## config.mk

```make
export PLATFORM = sky130hd
export DESIGN_NAME = dcp_device_flat
export DESIGN_NICKNAME = d
export VERILOG_FILES = /design/src/dcp_pkg.sv /design/src/dcp_link_if.sv /design/src/dcp_serial_slave.sv /design/src/dcp_device.sv /design/src/flat_wrapper.sv
export SDC_FILE = /design/constraint.sdc
export NUM_CORES = 1
export LEC_CHECK = 0
export BUFFER_PORTS_ARGS = -buffer_cell sky130_fd_sc_hd__buf_2
export CAP_MARGIN = 10
export CORE_MARGIN = 10
export CORE_UTILIZATION = 40
export DETAILED_ROUTE_END_ITERATION = 7
export PLACE_DENSITY = 0.65
export SYNTH_ARGS = -nofsm -noshare
export SYNTH_HDL_FRONTEND = slang
export SYNTH_SLANG_ARGS = --single-unit
export TNS_END_PERCENT = 10
```

## constraint.sdc

```tcl
create_clock -name clk -period 3.05 [get_ports clk]
set_input_delay 0.1525 -clock clk [delete_from_list [all_inputs] [get_ports clk]]
set_output_delay 0.1525 -clock clk [all_outputs]
set_load 0.01 [all_outputs]
```

## src/dcp_pkg.sv

```systemverilog
package dcp_pkg;

   // ----------------------------------------------------------------------
   // Host port geometry
   // ----------------------------------------------------------------------
   localparam int ADDR_W = 6;
   localparam int DATA_W = 8;
   localparam int REG_COUNT = 40;
   localparam int SERIAL_FRAME_BITS = 16;
   localparam logic [4:0] SERIAL_ADDR_DONE = 5'h07;
   localparam logic [4:0] SERIAL_LAST_BIT = 5'h0f;
   localparam logic [4:0] SERIAL_END = 5'h10;

   // ----------------------------------------------------------------------
   // Register offsets
   // ----------------------------------------------------------------------
   localparam logic [5:0] UPDATE_CLK_ADDR_3 = 6'h16;
   localparam logic [5:0] UPDATE_CLK_ADDR_2 = 6'h17;
   localparam logic [5:0] UPDATE_CLK_ADDR_1 = 6'h18;
   localparam logic [5:0] UPDATE_CLK_ADDR_0 = 6'h19;
   localparam logic [5:0] POWER_DOWN_ADDR = 6'h1d;
   localparam logic [5:0] CLK_MULT_ADDR = 6'h1e;
   localparam logic [5:0] UPDATE_MODE_ADDR = 6'h1f;
   localparam logic [5:0] BYPASS_ADDR = 6'h20;

   // ----------------------------------------------------------------------
   // Field positions
   // ----------------------------------------------------------------------
   localparam int PWR_DIGITAL_BIT = 0;
   localparam int PWR_DAC_BIT = 1;
   localparam int PWR_CTRL_DAC_BIT = 2;
   localparam int PWR_COMPARATOR_BIT = 4;
   localparam int MULT_MSB = 4;
   localparam int MULT_LSB = 0;
   localparam int PLL_BYPASS_BIT = 5;
   localparam int PLL_RANGE_BIT = 6;
   localparam int INT_UPDATE_BIT = 0;
   localparam int QUAD_SOURCE_BIT = 4;
   localparam int AMP_BYPASS_BIT = 5;
   localparam int INV_SINC_BYPASS_BIT = 6;
   localparam int READ_FLAG_BIT = 15;

   // ----------------------------------------------------------------------
   // Reset values
   // ----------------------------------------------------------------------
   localparam logic [7:0] BUFFER_RESET = 8'h00;
   localparam logic [7:0] CLK_MULT_RESET = 8'h24;

   // ----------------------------------------------------------------------
   // Timing counts
   // ----------------------------------------------------------------------
   localparam int MASTER_RESET_CYCLES = 10;
   localparam int SERIAL_HALF_CYCLES = 2;
   localparam int UPDATE_STROBE_CYCLES = 2;

   typedef enum {HOST_IDLE, HOST_PAR_WAIT, HOST_SERIAL, HOST_RESET} dcp_host_state_type;

   function automatic logic [7:0] regDefault(input int index);
      regDefault = (index == int'(CLK_MULT_ADDR)) ? CLK_MULT_RESET : BUFFER_RESET;
   endfunction : regDefault

endpackage : dcp_pkg

```

## src/dcp_link_if.sv

```systemverilog
`timescale 1ns/1ps
interface dcp_link_if;
   import dcp_pkg::*;
   logic parallelSelect;
   logic [ADDR_W-1:0] address;
   logic [DATA_W-1:0] writeData;
   logic [DATA_W-1:0] readData;
   logic writeEn;
   logic readEn;
   logic serialClock;
   logic serialChipSelectN;
   logic serialDataIn;
   logic serialDataOut;
   logic registerTransferStrobe;
   logic masterReset;

   modport device (
      input parallelSelect, address, writeData, writeEn, readEn,
      input serialClock, serialChipSelectN, serialDataIn,
      input registerTransferStrobe, masterReset,
      output readData, serialDataOut
   );
   modport host (
      output parallelSelect, address, writeData, writeEn, readEn,
      output serialClock, serialChipSelectN, serialDataIn,
      output registerTransferStrobe, masterReset,
      input readData, serialDataOut
   );
endinterface : dcp_link_if

```

## src/dcp_serial_slave.sv

```systemverilog
`timescale 1ns/1ps
module dcp_serial_slave
   import dcp_pkg::*;
(
   // Clock and reset
   input wire logic clk,
   input wire logic resetn,
   input wire logic clear,
   // Serial pins
   input wire logic serialClock,
   input wire logic serialChipSelectN,
   input wire logic serialDataIn,
   output logic serialDataOut,
   // Register access
   input wire logic [DATA_W-1:0] readByte,
   output logic [ADDR_W-1:0] address,
   output logic writePulse,
   output logic [DATA_W-1:0] writeData
);

   logic sclkPrev_q;
   logic [4:0] bitCount_q;
   logic [SERIAL_FRAME_BITS-1:0] shiftIn_q;
   logic [DATA_W-1:0] shiftOut_q;
   logic readMode_q;
   logic [ADDR_W-1:0] addr_q;
   logic writePulse_q;
   logic [DATA_W-1:0] writeData_q;

   wire logic rise = serialClock & ~sclkPrev_q & ~serialChipSelectN & (bitCount_q < SERIAL_END);
   wire logic [ADDR_W-1:0] instrAddr = {shiftIn_q[ADDR_W-2:0], serialDataIn};
   wire logic addrDone = (bitCount_q == SERIAL_ADDR_DONE);

   // The address is offered one cycle early so the read byte is ready to load.
   assign address = addrDone ? instrAddr : addr_q;
   assign serialDataOut = shiftOut_q[DATA_W-1] & readMode_q;
   assign writePulse = writePulse_q;
   assign writeData = writeData_q;

   always_ff @(posedge clk or negedge resetn)
   begin
      if (!resetn)
      begin
         sclkPrev_q <= 1'b0;
         bitCount_q <= 5'h00;
         shiftIn_q <= '0;
         shiftOut_q <= '0;
         readMode_q <= 1'b0;
         addr_q <= '0;
         writePulse_q <= 1'b0;
         writeData_q <= '0;
      end
      else
      begin
         sclkPrev_q <= serialClock;
         writePulse_q <= 1'b0;
         if (clear || serialChipSelectN)
         begin
            bitCount_q <= 5'h00;
            readMode_q <= 1'b0;
         end
         else if (rise)
         begin
            shiftIn_q <= {shiftIn_q[SERIAL_FRAME_BITS-2:0], serialDataIn};
            bitCount_q <= bitCount_q + 5'h01;
            if (addrDone)
            begin
               readMode_q <= shiftIn_q[6];
               addr_q <= instrAddr;
               shiftOut_q <= readByte;
            end
            else
            begin
               shiftOut_q <= {shiftOut_q[DATA_W-2:0], 1'b0};
            end
            if (bitCount_q == SERIAL_LAST_BIT && !readMode_q)
            begin
               writePulse_q <= 1'b1;
               writeData_q <= {shiftIn_q[DATA_W-2:0], serialDataIn};
            end
         end
      end
   end

endmodule : dcp_serial_slave

```

## src/dcp_device.sv

```systemverilog
`timescale 1ns/1ps
// What this block does
// - Inverse sinc on by default, bypass bit disables.
// - Control-converter path skips inverse sinc.
// - Five-bit field at 1E sets multiplier.
// - Multiplier code is plain binary factor.
// - System clock from multiplier or reference directly.
// - PLL bypass bit at 1E disengages multiplier.
// - Software sets range bit above 200 MHz.
// - Differential select pin picks reference input type.
// - Each power-down bit at 1D powers stage down.
// - All four power-down bits give full power-down.
// - Bypass bits at 20 bypass sinc, amplitude multiplier.
// - Strap picks parallel or serial host port.
// - All registers writable and readable either mode.
// - Writes buffered, active only after transfer.
// - Transfer by internal timer or external strobe.
// - Port works without reference; transfer needs it.
// - Master reset held ten cycles loads defaults.
// - Internal update bit selects down-counter transfers.
// - Source bit feeds converter from host data.
module dcp_device
   import dcp_pkg::*;
(
   // Clock and reset
   input wire logic clk,
   input wire logic resetn,
   // Host link
   dcp_link_if.device link,
   // Reference clock pins
   input wire logic differentialRefclockSelect,
   input wire logic referenceClockRunning,
   // Clock configuration
   output logic [MULT_MSB:MULT_LSB] multiplierFactor,
   output logic multiplierEngaged,
   output logic systemClockFromMultiplier,
   output logic pllHighRange,
   output logic referenceInputDifferential,
   // Power and bypass
   output logic [3:0] stagePowerDownBits,
   output logic fullPowerDown,
   output logic invSincActiveI,
   output logic invSincActiveQ,
   output logic ampMultiplierBypass,
   // Update and converter source
   output logic quadConverterSourceSelect,
   output logic internalUpdateMode,
   output logic transferPulse
);

   // ----------------------------------------------------------------------
   // Memories and registers
   // ----------------------------------------------------------------------
   logic [DATA_W-1:0] bufferMem [REG_COUNT];
   logic [DATA_W-1:0] activeBank [REG_COUNT];
   logic [DATA_W-1:0] readData_q;
   logic strobePrev_q;
   logic [1:0] refSync_q;
   logic [1:0] diffSync_q;
   logic halfRate_q;
   logic [31:0] updateCount_q;
   logic transferPulse_q;

   // ----------------------------------------------------------------------
   // Host port selection
   // ----------------------------------------------------------------------
   logic [ADDR_W-1:0] serialAddr;
   logic serialWrite;
   logic [DATA_W-1:0] serialWriteData;
   wire logic parWrite = link.parallelSelect & link.writeEn;
   wire logic parRead = link.parallelSelect & link.readEn;
   wire logic serWrite = ~link.parallelSelect & serialWrite;
   wire logic anyWrite = parWrite | serWrite;
   wire logic [ADDR_W-1:0] writeAddr = parWrite ? link.address : serialAddr;
   wire logic [DATA_W-1:0] writeByte = parWrite ? link.writeData : serialWriteData;
   wire logic writeMapped = anyWrite & (writeAddr < REG_COUNT);
   wire logic [DATA_W-1:0] serialReadByte =
      (serialAddr < REG_COUNT) ? bufferMem[serialAddr] : BUFFER_RESET;
   wire logic [DATA_W-1:0] parReadByte =
      (link.address < REG_COUNT) ? bufferMem[link.address] : BUFFER_RESET;

   dcp_serial_slave serialPort (
      .clk(clk),
      .resetn(resetn),
      .clear(link.masterReset),
      .serialClock(link.serialClock),
      .serialChipSelectN(link.serialChipSelectN | link.parallelSelect),
      .serialDataIn(link.serialDataIn),
      .serialDataOut(link.serialDataOut),
      .readByte(serialReadByte),
      .address(serialAddr),
      .writePulse(serialWrite),
      .writeData(serialWriteData)
   );

   assign link.readData = readData_q;

   // ----------------------------------------------------------------------
   // Transfer triggers
   // ----------------------------------------------------------------------
   wire logic refRunning = refSync_q[1];
   wire logic [31:0] updatePeriod = {activeBank[UPDATE_CLK_ADDR_3], activeBank[UPDATE_CLK_ADDR_2],
      activeBank[UPDATE_CLK_ADDR_1], activeBank[UPDATE_CLK_ADDR_0]};
   wire logic intMode = activeBank[UPDATE_MODE_ADDR][INT_UPDATE_BIT];
   wire logic strobeRise = link.registerTransferStrobe & ~strobePrev_q;
   // The down-counter steps on every second system clock, so transfers repeat
   // every (N + 1) * 2 cycles.
   wire logic intFire = intMode & halfRate_q & (updateCount_q == 32'h0);
   wire logic [31:0] updateCount_d = (updateCount_q == 32'h0) ? updatePeriod : updateCount_q - 32'h1;
   wire logic doTransfer = refRunning & (intMode ? intFire : strobeRise);

   // ----------------------------------------------------------------------
   // Buffer memory and active bank
   // ----------------------------------------------------------------------
   always_ff @(posedge clk or negedge resetn)
   begin
      if (!resetn)
      begin
         for (int i = 0; i < REG_COUNT; i++)
         begin
            bufferMem[i] <= regDefault(i);
            activeBank[i] <= regDefault(i);
         end
      end
      else if (link.masterReset)
      begin
         for (int i = 0; i < REG_COUNT; i++)
         begin
            bufferMem[i] <= regDefault(i);
            activeBank[i] <= regDefault(i);
         end
      end
      else
      begin
         if (writeMapped)
         begin
            bufferMem[writeAddr] <= writeByte;
         end
         if (doTransfer)
         begin
            activeBank <= bufferMem;
         end
      end
   end

   // ----------------------------------------------------------------------
   // Parallel read, synchronisers and update counter
   // ----------------------------------------------------------------------
   always_ff @(posedge clk or negedge resetn)
   begin
      if (!resetn)
      begin
         readData_q <= '0;
         strobePrev_q <= 1'b0;
         refSync_q <= 2'b00;
         diffSync_q <= 2'b00;
         halfRate_q <= 1'b0;
         updateCount_q <= 32'h0;
         transferPulse_q <= 1'b0;
      end
      else
      begin
         refSync_q <= {refSync_q[0], referenceClockRunning};
         diffSync_q <= {diffSync_q[0], differentialRefclockSelect};
         strobePrev_q <= link.registerTransferStrobe;
         transferPulse_q <= doTransfer & ~link.masterReset;
         if (parRead)
         begin
            readData_q <= parReadByte;
         end
         if (link.masterReset || !intMode)
         begin
            halfRate_q <= 1'b0;
            updateCount_q <= updatePeriod;
         end
         else if (refRunning)
         begin
            halfRate_q <= ~halfRate_q;
            if (halfRate_q)
            begin
               updateCount_q <= updateCount_d;
            end
         end
      end
   end

   // ----------------------------------------------------------------------
   // Control outputs from the active bank, plus the synchronised select pin and the transfer pulse
   // ----------------------------------------------------------------------
   wire logic [DATA_W-1:0] powerReg = activeBank[POWER_DOWN_ADDR];
   wire logic [DATA_W-1:0] multReg = activeBank[CLK_MULT_ADDR];
   wire logic [DATA_W-1:0] bypassReg = activeBank[BYPASS_ADDR];

   // Codes outside 4 to 20 are passed through untouched; the clocking they
   // produce is unspecified.
   assign multiplierFactor = multReg[MULT_MSB:MULT_LSB];
   assign multiplierEngaged = ~multReg[PLL_BYPASS_BIT];
   assign systemClockFromMultiplier = multiplierEngaged;
   assign pllHighRange = multReg[PLL_RANGE_BIT];
   assign referenceInputDifferential = diffSync_q[1];
   assign stagePowerDownBits = {powerReg[PWR_COMPARATOR_BIT], powerReg[PWR_CTRL_DAC_BIT],
      powerReg[PWR_DAC_BIT], powerReg[PWR_DIGITAL_BIT]};
   assign fullPowerDown = &stagePowerDownBits;
   assign invSincActiveI = ~bypassReg[INV_SINC_BYPASS_BIT];
   assign quadConverterSourceSelect = activeBank[UPDATE_MODE_ADDR][QUAD_SOURCE_BIT];
   assign invSincActiveQ = invSincActiveI & ~quadConverterSourceSelect;
   assign ampMultiplierBypass = bypassReg[AMP_BYPASS_BIT];
   assign internalUpdateMode = intMode;
   assign transferPulse = transferPulse_q;

endmodule : dcp_device

```

## src/flat_wrapper.sv

```systemverilog
// flat-port wrapper written by rule: the top's interface ports become plain ports
module dcp_device_flat import dcp_pkg::*;
  (clk, resetn, differentialRefclockSelect, referenceClockRunning, multiplierFactor, multiplierEngaged, systemClockFromMultiplier, pllHighRange, referenceInputDifferential, stagePowerDownBits, fullPowerDown, invSincActiveI, invSincActiveQ, ampMultiplierBypass, quadConverterSourceSelect, internalUpdateMode, transferPulse, link_parallelSelect, link_address, link_writeData, link_writeEn, link_readEn, link_serialClock, link_serialChipSelectN, link_serialDataIn, link_registerTransferStrobe, link_masterReset, link_readData, link_serialDataOut);
  dcp_link_if link_i ();
  input wire logic clk;
  input wire logic resetn;
  input wire logic differentialRefclockSelect;
  input wire logic referenceClockRunning;
  output logic [MULT_MSB:MULT_LSB] multiplierFactor;
  output logic multiplierEngaged;
  output logic systemClockFromMultiplier;
  output logic pllHighRange;
  output logic referenceInputDifferential;
  output logic [3:0] stagePowerDownBits;
  output logic fullPowerDown;
  output logic invSincActiveI;
  output logic invSincActiveQ;
  output logic ampMultiplierBypass;
  output logic quadConverterSourceSelect;
  output logic internalUpdateMode;
  output logic transferPulse;
  input wire logic [$bits(link_i.parallelSelect)-1:0] link_parallelSelect;
  input wire logic [$bits(link_i.address)-1:0] link_address;
  input wire logic [$bits(link_i.writeData)-1:0] link_writeData;
  input wire logic [$bits(link_i.writeEn)-1:0] link_writeEn;
  input wire logic [$bits(link_i.readEn)-1:0] link_readEn;
  input wire logic [$bits(link_i.serialClock)-1:0] link_serialClock;
  input wire logic [$bits(link_i.serialChipSelectN)-1:0] link_serialChipSelectN;
  input wire logic [$bits(link_i.serialDataIn)-1:0] link_serialDataIn;
  input wire logic [$bits(link_i.registerTransferStrobe)-1:0] link_registerTransferStrobe;
  input wire logic [$bits(link_i.masterReset)-1:0] link_masterReset;
  output wire logic [$bits(link_i.readData)-1:0] link_readData;
  output wire logic [$bits(link_i.serialDataOut)-1:0] link_serialDataOut;
  assign link_i.parallelSelect = link_parallelSelect;
  assign link_i.address = link_address;
  assign link_i.writeData = link_writeData;
  assign link_i.writeEn = link_writeEn;
  assign link_i.readEn = link_readEn;
  assign link_i.serialClock = link_serialClock;
  assign link_i.serialChipSelectN = link_serialChipSelectN;
  assign link_i.serialDataIn = link_serialDataIn;
  assign link_i.registerTransferStrobe = link_registerTransferStrobe;
  assign link_i.masterReset = link_masterReset;
  assign link_readData = link_i.readData;
  assign link_serialDataOut = link_i.serialDataOut;
  dcp_device u_core (.clk(clk), .resetn(resetn), .link(link_i), .differentialRefclockSelect(differentialRefclockSelect), .referenceClockRunning(referenceClockRunning), .multiplierFactor(multiplierFactor), .multiplierEngaged(multiplierEngaged), .systemClockFromMultiplier(systemClockFromMultiplier), .pllHighRange(pllHighRange), .referenceInputDifferential(referenceInputDifferential), .stagePowerDownBits(stagePowerDownBits), .fullPowerDown(fullPowerDown), .invSincActiveI(invSincActiveI), .invSincActiveQ(invSincActiveQ), .ampMultiplierBypass(ampMultiplierBypass), .quadConverterSourceSelect(quadConverterSourceSelect), .internalUpdateMode(internalUpdateMode), .transferPulse(transferPulse));
endmodule
```

==> results of run 1 <==
==> cells in the mapped netlist, drive strengths merged (4+ instances only) <==
| cell | instances |
|---|---|
| a2111oi | 9 |
| a21o | 11 |
| a21oi | 89 |
| a22o | 4 |
| a22oi | 36 |
| a2bb2oi | 9 |
| a311oi | 4 |
| a31oi | 16 |
| a32oi | 7 |
| and2 | 7 |
| and3 | 9 |
| buf | 72 |
| clkbuf | 139 |
| dfrtp | 447 |
| dfstp | 4 |
| ha | 4 |
| inv | 12 |
| mux2 | 13 |
| mux2i | 115 |
| mux4 | 143 |
| nand2 | 329 |
| nand2b | 103 |
| nand3 | 60 |
| nand3b | 228 |
| nand4 | 21 |
| nor2 | 84 |
| nor3 | 23 |
| nor4 | 10 |
| o21ai | 286 |
| o22a | 6 |
| or3 | 9 |
==> power groups by stage <==
stage                     logic, W  clock network, W  registers (W)
final                     0.000713           0.00622        0.00607
after global routing      0.000776           0.00655        0.00607
after CTS                 0.000713           0.00631        0.00607
after detailed placement  0.000701                 0        0.00618
after global placement    0.000693                 0        0.00618
after floorplan           0.000393                 0        0.00616
==> layer usage <==
metal,vias up,part of all wire [%],track usage (%)
met1,9992,42,29.9
li1,8602,-,-
met5,-,0,0
met2,1100,45,32.6
met4,0,3.9,8.05
met3,175,9.4,4.58
==> path summary, 6_finish.rpt <==
kind | startpoint | end | cells after the start
hold / removal | link_parallelSelect | u_core.serialPort.readMode_q$_DFFE_PN0P_ | 3
setup reg to reg | u_core.serialPort.bitCount_q[0]$_DFFE_PN0P_ | u_core.bufferMem[121]$_DFFE_PN0P_ | 10
setup / recovery | u_core.serialPort.bitCount_q[0]$_DFFE_PN0P_ | u_core.bufferMem[121]$_DFFE_PN0P_ | 10
min in group asynchronous | resetn | u_core.bufferMem[60]$_DFFE_PN0P_ | 2
max in group asynchronous | resetn | u_core.updateCount_q[20]$_DFFE_PN0P_ | 3
hold reg to reg | u_core.diffSync_q[0]$_DFF_PN0_ | u_core.diffSync_q[1]$_DFF_PN0_ | 0
==> state kept, by name, summed over array words and instances, names as in the netlist, 2 cells and up <==
name                          flops
u_core.activeBank                32
u_core.bufferMem                320
u_core.bypassReg                  2
u_core.diffSync_q                 2
u_core.link.readData              8
u_core.multReg                    7
u_core.powerReg                   4
u_core.refSync_q                  2
u_core.serialPort.addr_q          6
u_core.serialPort.bitCount_q      5
u_core.serialPort.shiftIn_q       7
u_core.serialPort.shiftOut_q      8
u_core.serialPort.writeData       8
u_core.updateCount_q             32
==> worst min-delay path, cell delays in order <==
cell     delay, ps
buf_2          110
or3_1          290
a21oi_1         70
==> logic make-up (layout without fill, tap and decap cells) <==
group	count (synthesis)	in the layout	share of synthesized area, %
AND/OR/NAND/NOR	898	898	19.9
AO/OA/AOI/OAI	501	501	11.6
flip-flops	451	451	45.6
multiplexers	271	271	18.4
buffers and inverters	224	284	4.07
adder cells (fa/ha/maj)	4	4	0.202
XOR/XNOR	3	3	0.106
==> cell type report <==
class	instances	area share, %
inverters	13	0.174
well taps	790	3.52
clock buffers	68	5.12
repair buffers	186	5.59
clock inverters	17	0.810
multi-input cells	1677	44.6
flip-flops and latches	451	40.2
==> placed cells by master (no fill, tap or decap), types with 6 or more instances in the layout <==
cell / instances
nor3_1: 18
clkinv_2: 9
and3_1: 9
o21ai_0: 279
or3_1: 9
clkbuf_1: 6
mux2i_1: 111
buf_2: 50
inv_1: 11
buf_12: 19
nand3b_1: 227
a21o_1: 10
nand3_1: 59
a21oi_1: 87
and2_1: 7
dlygate4sd3_1: 10
nor2_1: 69
nor2_4: 6
nand2_1: 324
nor4_1: 9
a22oi_1: 35
nor2_2: 9
a2111oi_0: 9
a2bb2oi_1: 9
a32oi_1: 7
buf_4: 103
nand4_1: 21
mux2_2: 11
nand2b_1: 103
clkbuf_16: 50
clkbuf_8: 13
o22a_1: 6
dfrtp_1: 447
mux4_2: 143
a31oi_1: 15
==> stage by stage <==
step / hold slack (ps) / cells / setup slack [ps] / power [W]
2_1_floorplan: -143 / 2352 / 509 / 0.00655
3_3_place_gp: 227 / 3106 / -61.6 / 0.00687
5_1_grt: 104 / 3202 / -157 / 0.0134
4_1_cts: 42.2 / 3201 / 27.4 / 0.0131
6_report: 73.4 / 3202 / 23.8 / 0.0130
3_5_place_dp: 228 / 3106 / -126 / 0.00688
==> repair_timing <==
action	4_1_cts	5_1_grt
hold endpoints to repair	108	0
setup endpoints to repair	2	139
resized for setup	2	10
hold buffers	10	0
==> impl_results.md, run 1 <==
* Synth area leaders: dfrtp_1 (45%), mux4_2 (13%), nand3b_1 (6.9%), o21ai_0 (5.6%), nand2_1 (5.0%)
* Initial Util at 40.2%
* Hold Violations, Final at 0
* Iter 0 DRT Violations at 2273
* Crit-path cells: ha_1 -> nand4bb_1 -> buf_4 -> mux2i_4 -> a21o_1 -> nand3_1 -> buf_4 -> nor2_2 -> buf_4 -> mux2i_1
* Wirelength per Cell at 24.2 µm
* Die height at 269 µm
* Vias in the first global route at 19469
* Crit. End Element: register
* CP Data Arrival Time at 3540 ps
* Diodes inserted at 0
* Layout fillers at ~5600
* TritonCTS clock tree: yes
* DR DRC count at 0
* Biggest area consumer among synthesized cells: dfrtp_1
* Io pins at between 50 and 60
* P_sw at 0.00303 W
* Clock share of power at 47.8%
* Cells after Synth at 2352
* EDFF count, synth at 0
* Clock Sinks at 451
* Top cell type's share of synthesized area at 45.2%
* Comb pwr share at 5.5%
* Syn_nets at around 2400
* Total CTS buffers at 48
* Prevailing post-synth register cell: dfrtp_1
* Fin crit share at slightly below 100%
* Setup TNS at 0 ps
* Max-Cap Viols at 0
* Leakage at ~11 nW
* Peak supply drop at 0.357 mV
* CORE AREA at 0.0615 mm²
* DRT Pass-1 Iters at 6
* Sequential element share of the synthesized area at between 40% and 50%
* Pwr/cell area at roughly 460 mW/mm²
* CP Max Fanout at 11
* Normalized max-slew margin at 16.2%
* First-pass GRT wire length at 120000 µm
* Via count at 19869
* Layout cells sized above 1 at 19.2%
* Layout area overhead at 13.5%
* Number of routed nets with antenna violations at 0
* Clock skew at 26.6 ps
* Worst skew pair latency at about 600 ps
* Reg clk slew, reported paths at roughly 70 ps
* Hold Path Class: input port to register
* Multi-input gate area at 0.0125 mm²
* Family with the most delay on the worst path: multiplexers
* Synth Cell Area at 0.0247 mm²
* # rows at 91
* Crit path top cell by count: buf_4
* Worst EP required at 3560 ps
* GRT Overall Usage at 21.5%
* PortBufs at 54
* Maximum clock rate at 330 MHz
* Gpl congestion at 0.934
* Die Wd at 269 µm
* Post-route minimum period at 3030 ps
* Slowest stage delay, CP at ~500 ps
* Nets at 2407
* Syn. warnings at 0
* Internal power at 0.00997 W
* Vias/cell at 6.21
* Final core occ at between 40% and 50%
* Clock Tree Buf Depth at 3
* Switching Share at 23.3%
* Largest net degree at the start of global routing at 155
* Setup violations, final at 0
* Count of final max-slew check failures at 0
* Initial antenna violation count at 0
* Worst setup SP type: register
* Reg area at 0.0113 mm²
* Status: complete, no violations
* Grt total ovfl at 0
* Async SR Flop Fraction at 100%
* Register-to-register setup slack at 20 ps
* Placement Cell Area at between 0.02 and 0.03 mm²
* DP HPWL at 52000 µm
* CP max stage cell: mux2i_4
* H-tree depth at 2
* Die area at 0.0722 mm²
* Kind of critical path: register to register
* Yosys cell types at 76
* RSZ-0062 raised after global routing: yes
* WL final at 77500 µm
* Buf+Inv Stages, Crit Path at 3
* Share of power burned in registers at 46.7%
* Slew at the pin closest to its max-slew limit at 1260 ps
* Post-route cell area at 0.0281 mm²
* CTS root buffer: clkbuf_16
* Post-CTS setup buffer count at 0
* #FFs+latches synth at 451
* Mapped Avg Cell Area at approximately 11 µm²
Power figures use the tool's default switching activity.
==> inputs of run 2 (changes only) <==
--- a/config.mk
+++ b/config.mk
@@ -9,8 +9,9 @@
 export CAP_MARGIN = 10
 export CORE_MARGIN = 10
 export CORE_UTILIZATION = 40
+export CTS_CLUSTER_SIZE = 10
 export DETAILED_ROUTE_END_ITERATION = 7
-export PLACE_DENSITY = 0.65
+export PLACE_DENSITY = 0.67
 export SYNTH_ARGS = -nofsm -noshare
 export SYNTH_HDL_FRONTEND = slang
 export SYNTH_SLANG_ARGS = --single-unit
==> constraint.sdc (replaced) <==
create_clock -name clk -period 2.42 [get_ports clk]
set_input_delay 0.121 -clock clk [delete_from_list [all_inputs] [get_ports clk]]
set_output_delay 0.121 -clock clk [all_outputs]
set_load 0.01 [all_outputs]
==> run 2 against run 1 <==
  * The flow now finishes with violations (negative setup slack)
  * Count of clock-buffer cells in the layout rose by 12
  * Via count grew 5.7%
  * Global-route usage rose by 1.4 points
  * Sequential cell count stayed put
  * Wire length up 8.4%
  * Sequential share of layout area shrank 3.4 points
  * Clock power increased by 17%
  * Critical path type unchanged
  * Largest cell class unchanged
==> impl_results.md, run 2 (synthesis results as in run 1) <==
* Status: finished with violations
* Failing checks: negative setup slack
* WL final at 84000 µm
* Max-Cap Viols at 0
* Largest net degree at the start of global routing at 140
* Layout cells sized above 1 at 27.0%
* Post-route minimum period at 2710 ps
* Placed insts at 3258
* Clock share of power at around 45%
* Total CTS buffers at 52
* Layout area overhead at 24.0%
* Slowest stage delay, CP at 390 ps
* Crit path top cell by count: buf_6
* Min-delay src: link_parallelSelect
* Family with the most delay on the worst path: buffers and inverters
* CORE AREA at a little over 0.06 mm²
* Clock Tree Buf Depth at 3
* Initial Util at 40.2%
* RSZ-0062 raised after global routing: yes
* Reg with most FFs: u_core.bufferMem
* Buf+Inv Stages, Crit Path at 5
* Busiest metal layer after global routing: met2
* Worst EP required at 2890 ps
* Share of power burned in registers at 47.9%
* Count of final max-slew check failures at 0
* Largest regs: u_core.bufferMem x320, u_core.activeBank x32, u_core.updateCount_q x32
* Die Wd at 269 µm
* Nets at 2603
* Met3 Use GR at 4.96%
* Diodes inserted at 0
* Die area at 0.0722 mm²
* Worst r2r src: u_core.serialPort.bitCount_q[0]$_DFFE_PN0P_
* Maximum clock rate at 369 MHz
* Hold Violations, Final at 0
* Gpl congestion at 0.985
* PortBufs at 54
* Worst setup SP type: register
* Vias in the first global route at 20767
* Fin crit share at 112%
* Pwr/cell area at 523 mW/mm²
* Crit-path cells: ha_4 -> nand4bb_1 -> buf_6 -> buf_6 -> mux2i_4 -> buf_6 -> a21oi_4 -> buf_6 -> nand3_4 -> nand3b_1 -> buf_6 -> nand3b_1 -> o21ai_1
* Comb pwr share at 6.8%
* Met1 Use GR at 30.8%
* Hold Path Class: input port to register
* Most frequent cells in the layout: dfrtp_1 (447), nand2_1 (316), nand3b_1 (227)
* Number of routed nets with antenna violations at 0
* Wirelength per Cell at 24.8 µm
* Via count at 21011
* Layout Cells excl Fill at 3392
* Critical path origin: u_core.serialPort.bitCount_q[0]$_DFFE_PN0P_
* DP HPWL at 56700 µm
* Clock Sinks at 451
* Commonest non-fill, non-tap cell in the layout: dfrtp_1
* CP Data Arrival Time at 3180 ps
* Die height at 269 µm
* Iter 0 DRT Violations at 2295
* Worst skew pair latency at 610 ps
* Setup TNS at -23350 ps
* Clock skew at 26.5 ps
* Post-route setup slack at -286 ps
* Normalized max-slew margin at 24.5%
* CP Max Fanout at 7
* TritonCTS clock tree: yes
* Vias/cell at 6.19
* Grt total ovfl at 0
* Reg clk slew, reported paths at 60 ps
* Slew at the pin closest to its max-slew limit at 1130 ps
* Internal power at 0.0122 W
* H-tree depth at 2
* First-pass GRT wire length at 127000 µm
* P_sw at 0.00388 W
* Crit. End Element: register
* Kind of critical path: register to register
* Switching Share at between 20% and 30%
* CP max stage cell: dfrtp_1
* DRT Pass-1 Iters at 6
* Largest register FFs at between 300 and 400
* Initial antenna violation count at 4
* CTS root buffer: clkbuf_16
* Io pins at 55
* GRT Overall Usage at 22.9%
* # rows at 91
* Setup violations, final at 307
* GR Layer Usage met2 at between 30% and 40%
* Peak supply drop at 0.492 mV
* Leakage at 12.4 nW
* DR DRC count at 0
-- run 2: worst register-to-register path: cells and delay by family (launching register included) --
| kind | cells | cell delay, ps |
|---|---|---|
| buffers and inverters | 5 | 860 |
| adders and majority gates | 1 | 160 |
| and+or+nand+nor | 4 | 630 |
| AOI/OAI and AO/OA | 2 | 330 |
| DFF | 1 | 390 |
| muxes | 1 | 200 |
-- run 2: what timing repair did --
item                       CTS  global route
hold endpoints to repair    78             0
pin swaps                   39            58
resized for setup          135           162
hold buffers                 9             0
setup endpoints to repair  407           408
cloned                       3             4
buffers inserted            20            16
-- run 2: final cells by class --
| type | count | area, µm² |
|---|---|---|
| clock buffers | 80 | 1480 |
| clock inverters | 3 | 26.3 |
| fillers | 5412 | 30800 |
| inverters | 13 | 48.8 |
| multi-input cells | 1678 | 13100 |
| flip-flops and latches | 451 | 11300 |
| well taps | 790 | 988 |
| repair buffers | 377 | 3740 |
-- run 2: worst paths after layout --
check	endpoint	slack [ps]	depth (start not counted)
min in group asynchronous	u_core.bufferMem[35]$_DFFE_PN0P_	120	2
max	u_core.bufferMem[307]$_DFFE_PN0P_	-290	13
min reg2reg	u_core.diffSync_q[1]$_DFF_PN0_	350	0
max reg2reg	u_core.bufferMem[307]$_DFFE_PN0P_	-290	13
min	u_core.serialPort.readMode_q$_DFFE_PN0P_	80	4
max in group asynchronous	u_core.bufferMem[140]$_DFFE_PN0P_	1390	3
-- run 2: stage by stage --
stage               total power [W]  cell area [µm²]  utilization (%)  hold WS (ps)  worst slack, ps
global route                 0.0165            30700             49.9           114             -354
CTS                          0.0161            30200             49.1          48.8             -215
global placement            0.00876            27900             45.4           175             -599
floorplan                   0.00826            24800                -          -175            -38.2
detailed placement          0.00878            27900             45.4           177             -573
finish                       0.0160            30700             49.9          76.2             -286
-- run 2: metal layers --
layer	routed length [µm]	up-vias
met2	38900	1085
met3	7700	227
li1	-	9035
met5	38	-
met1	34200	10658
met4	3140	6
-- run 2: power by group through the flow --
stage	clock, W	sequential, W	combinational, W
after floorplan	0	0.00777	0.000496
after CTS	0.00737	0.00767	0.00105
after global placement	0	0.00780	0.000966
after global routing	0.00770	0.00768	0.00117
final	0.00727	0.00768	0.00109
after detailed placement	0	0.00780	0.000981
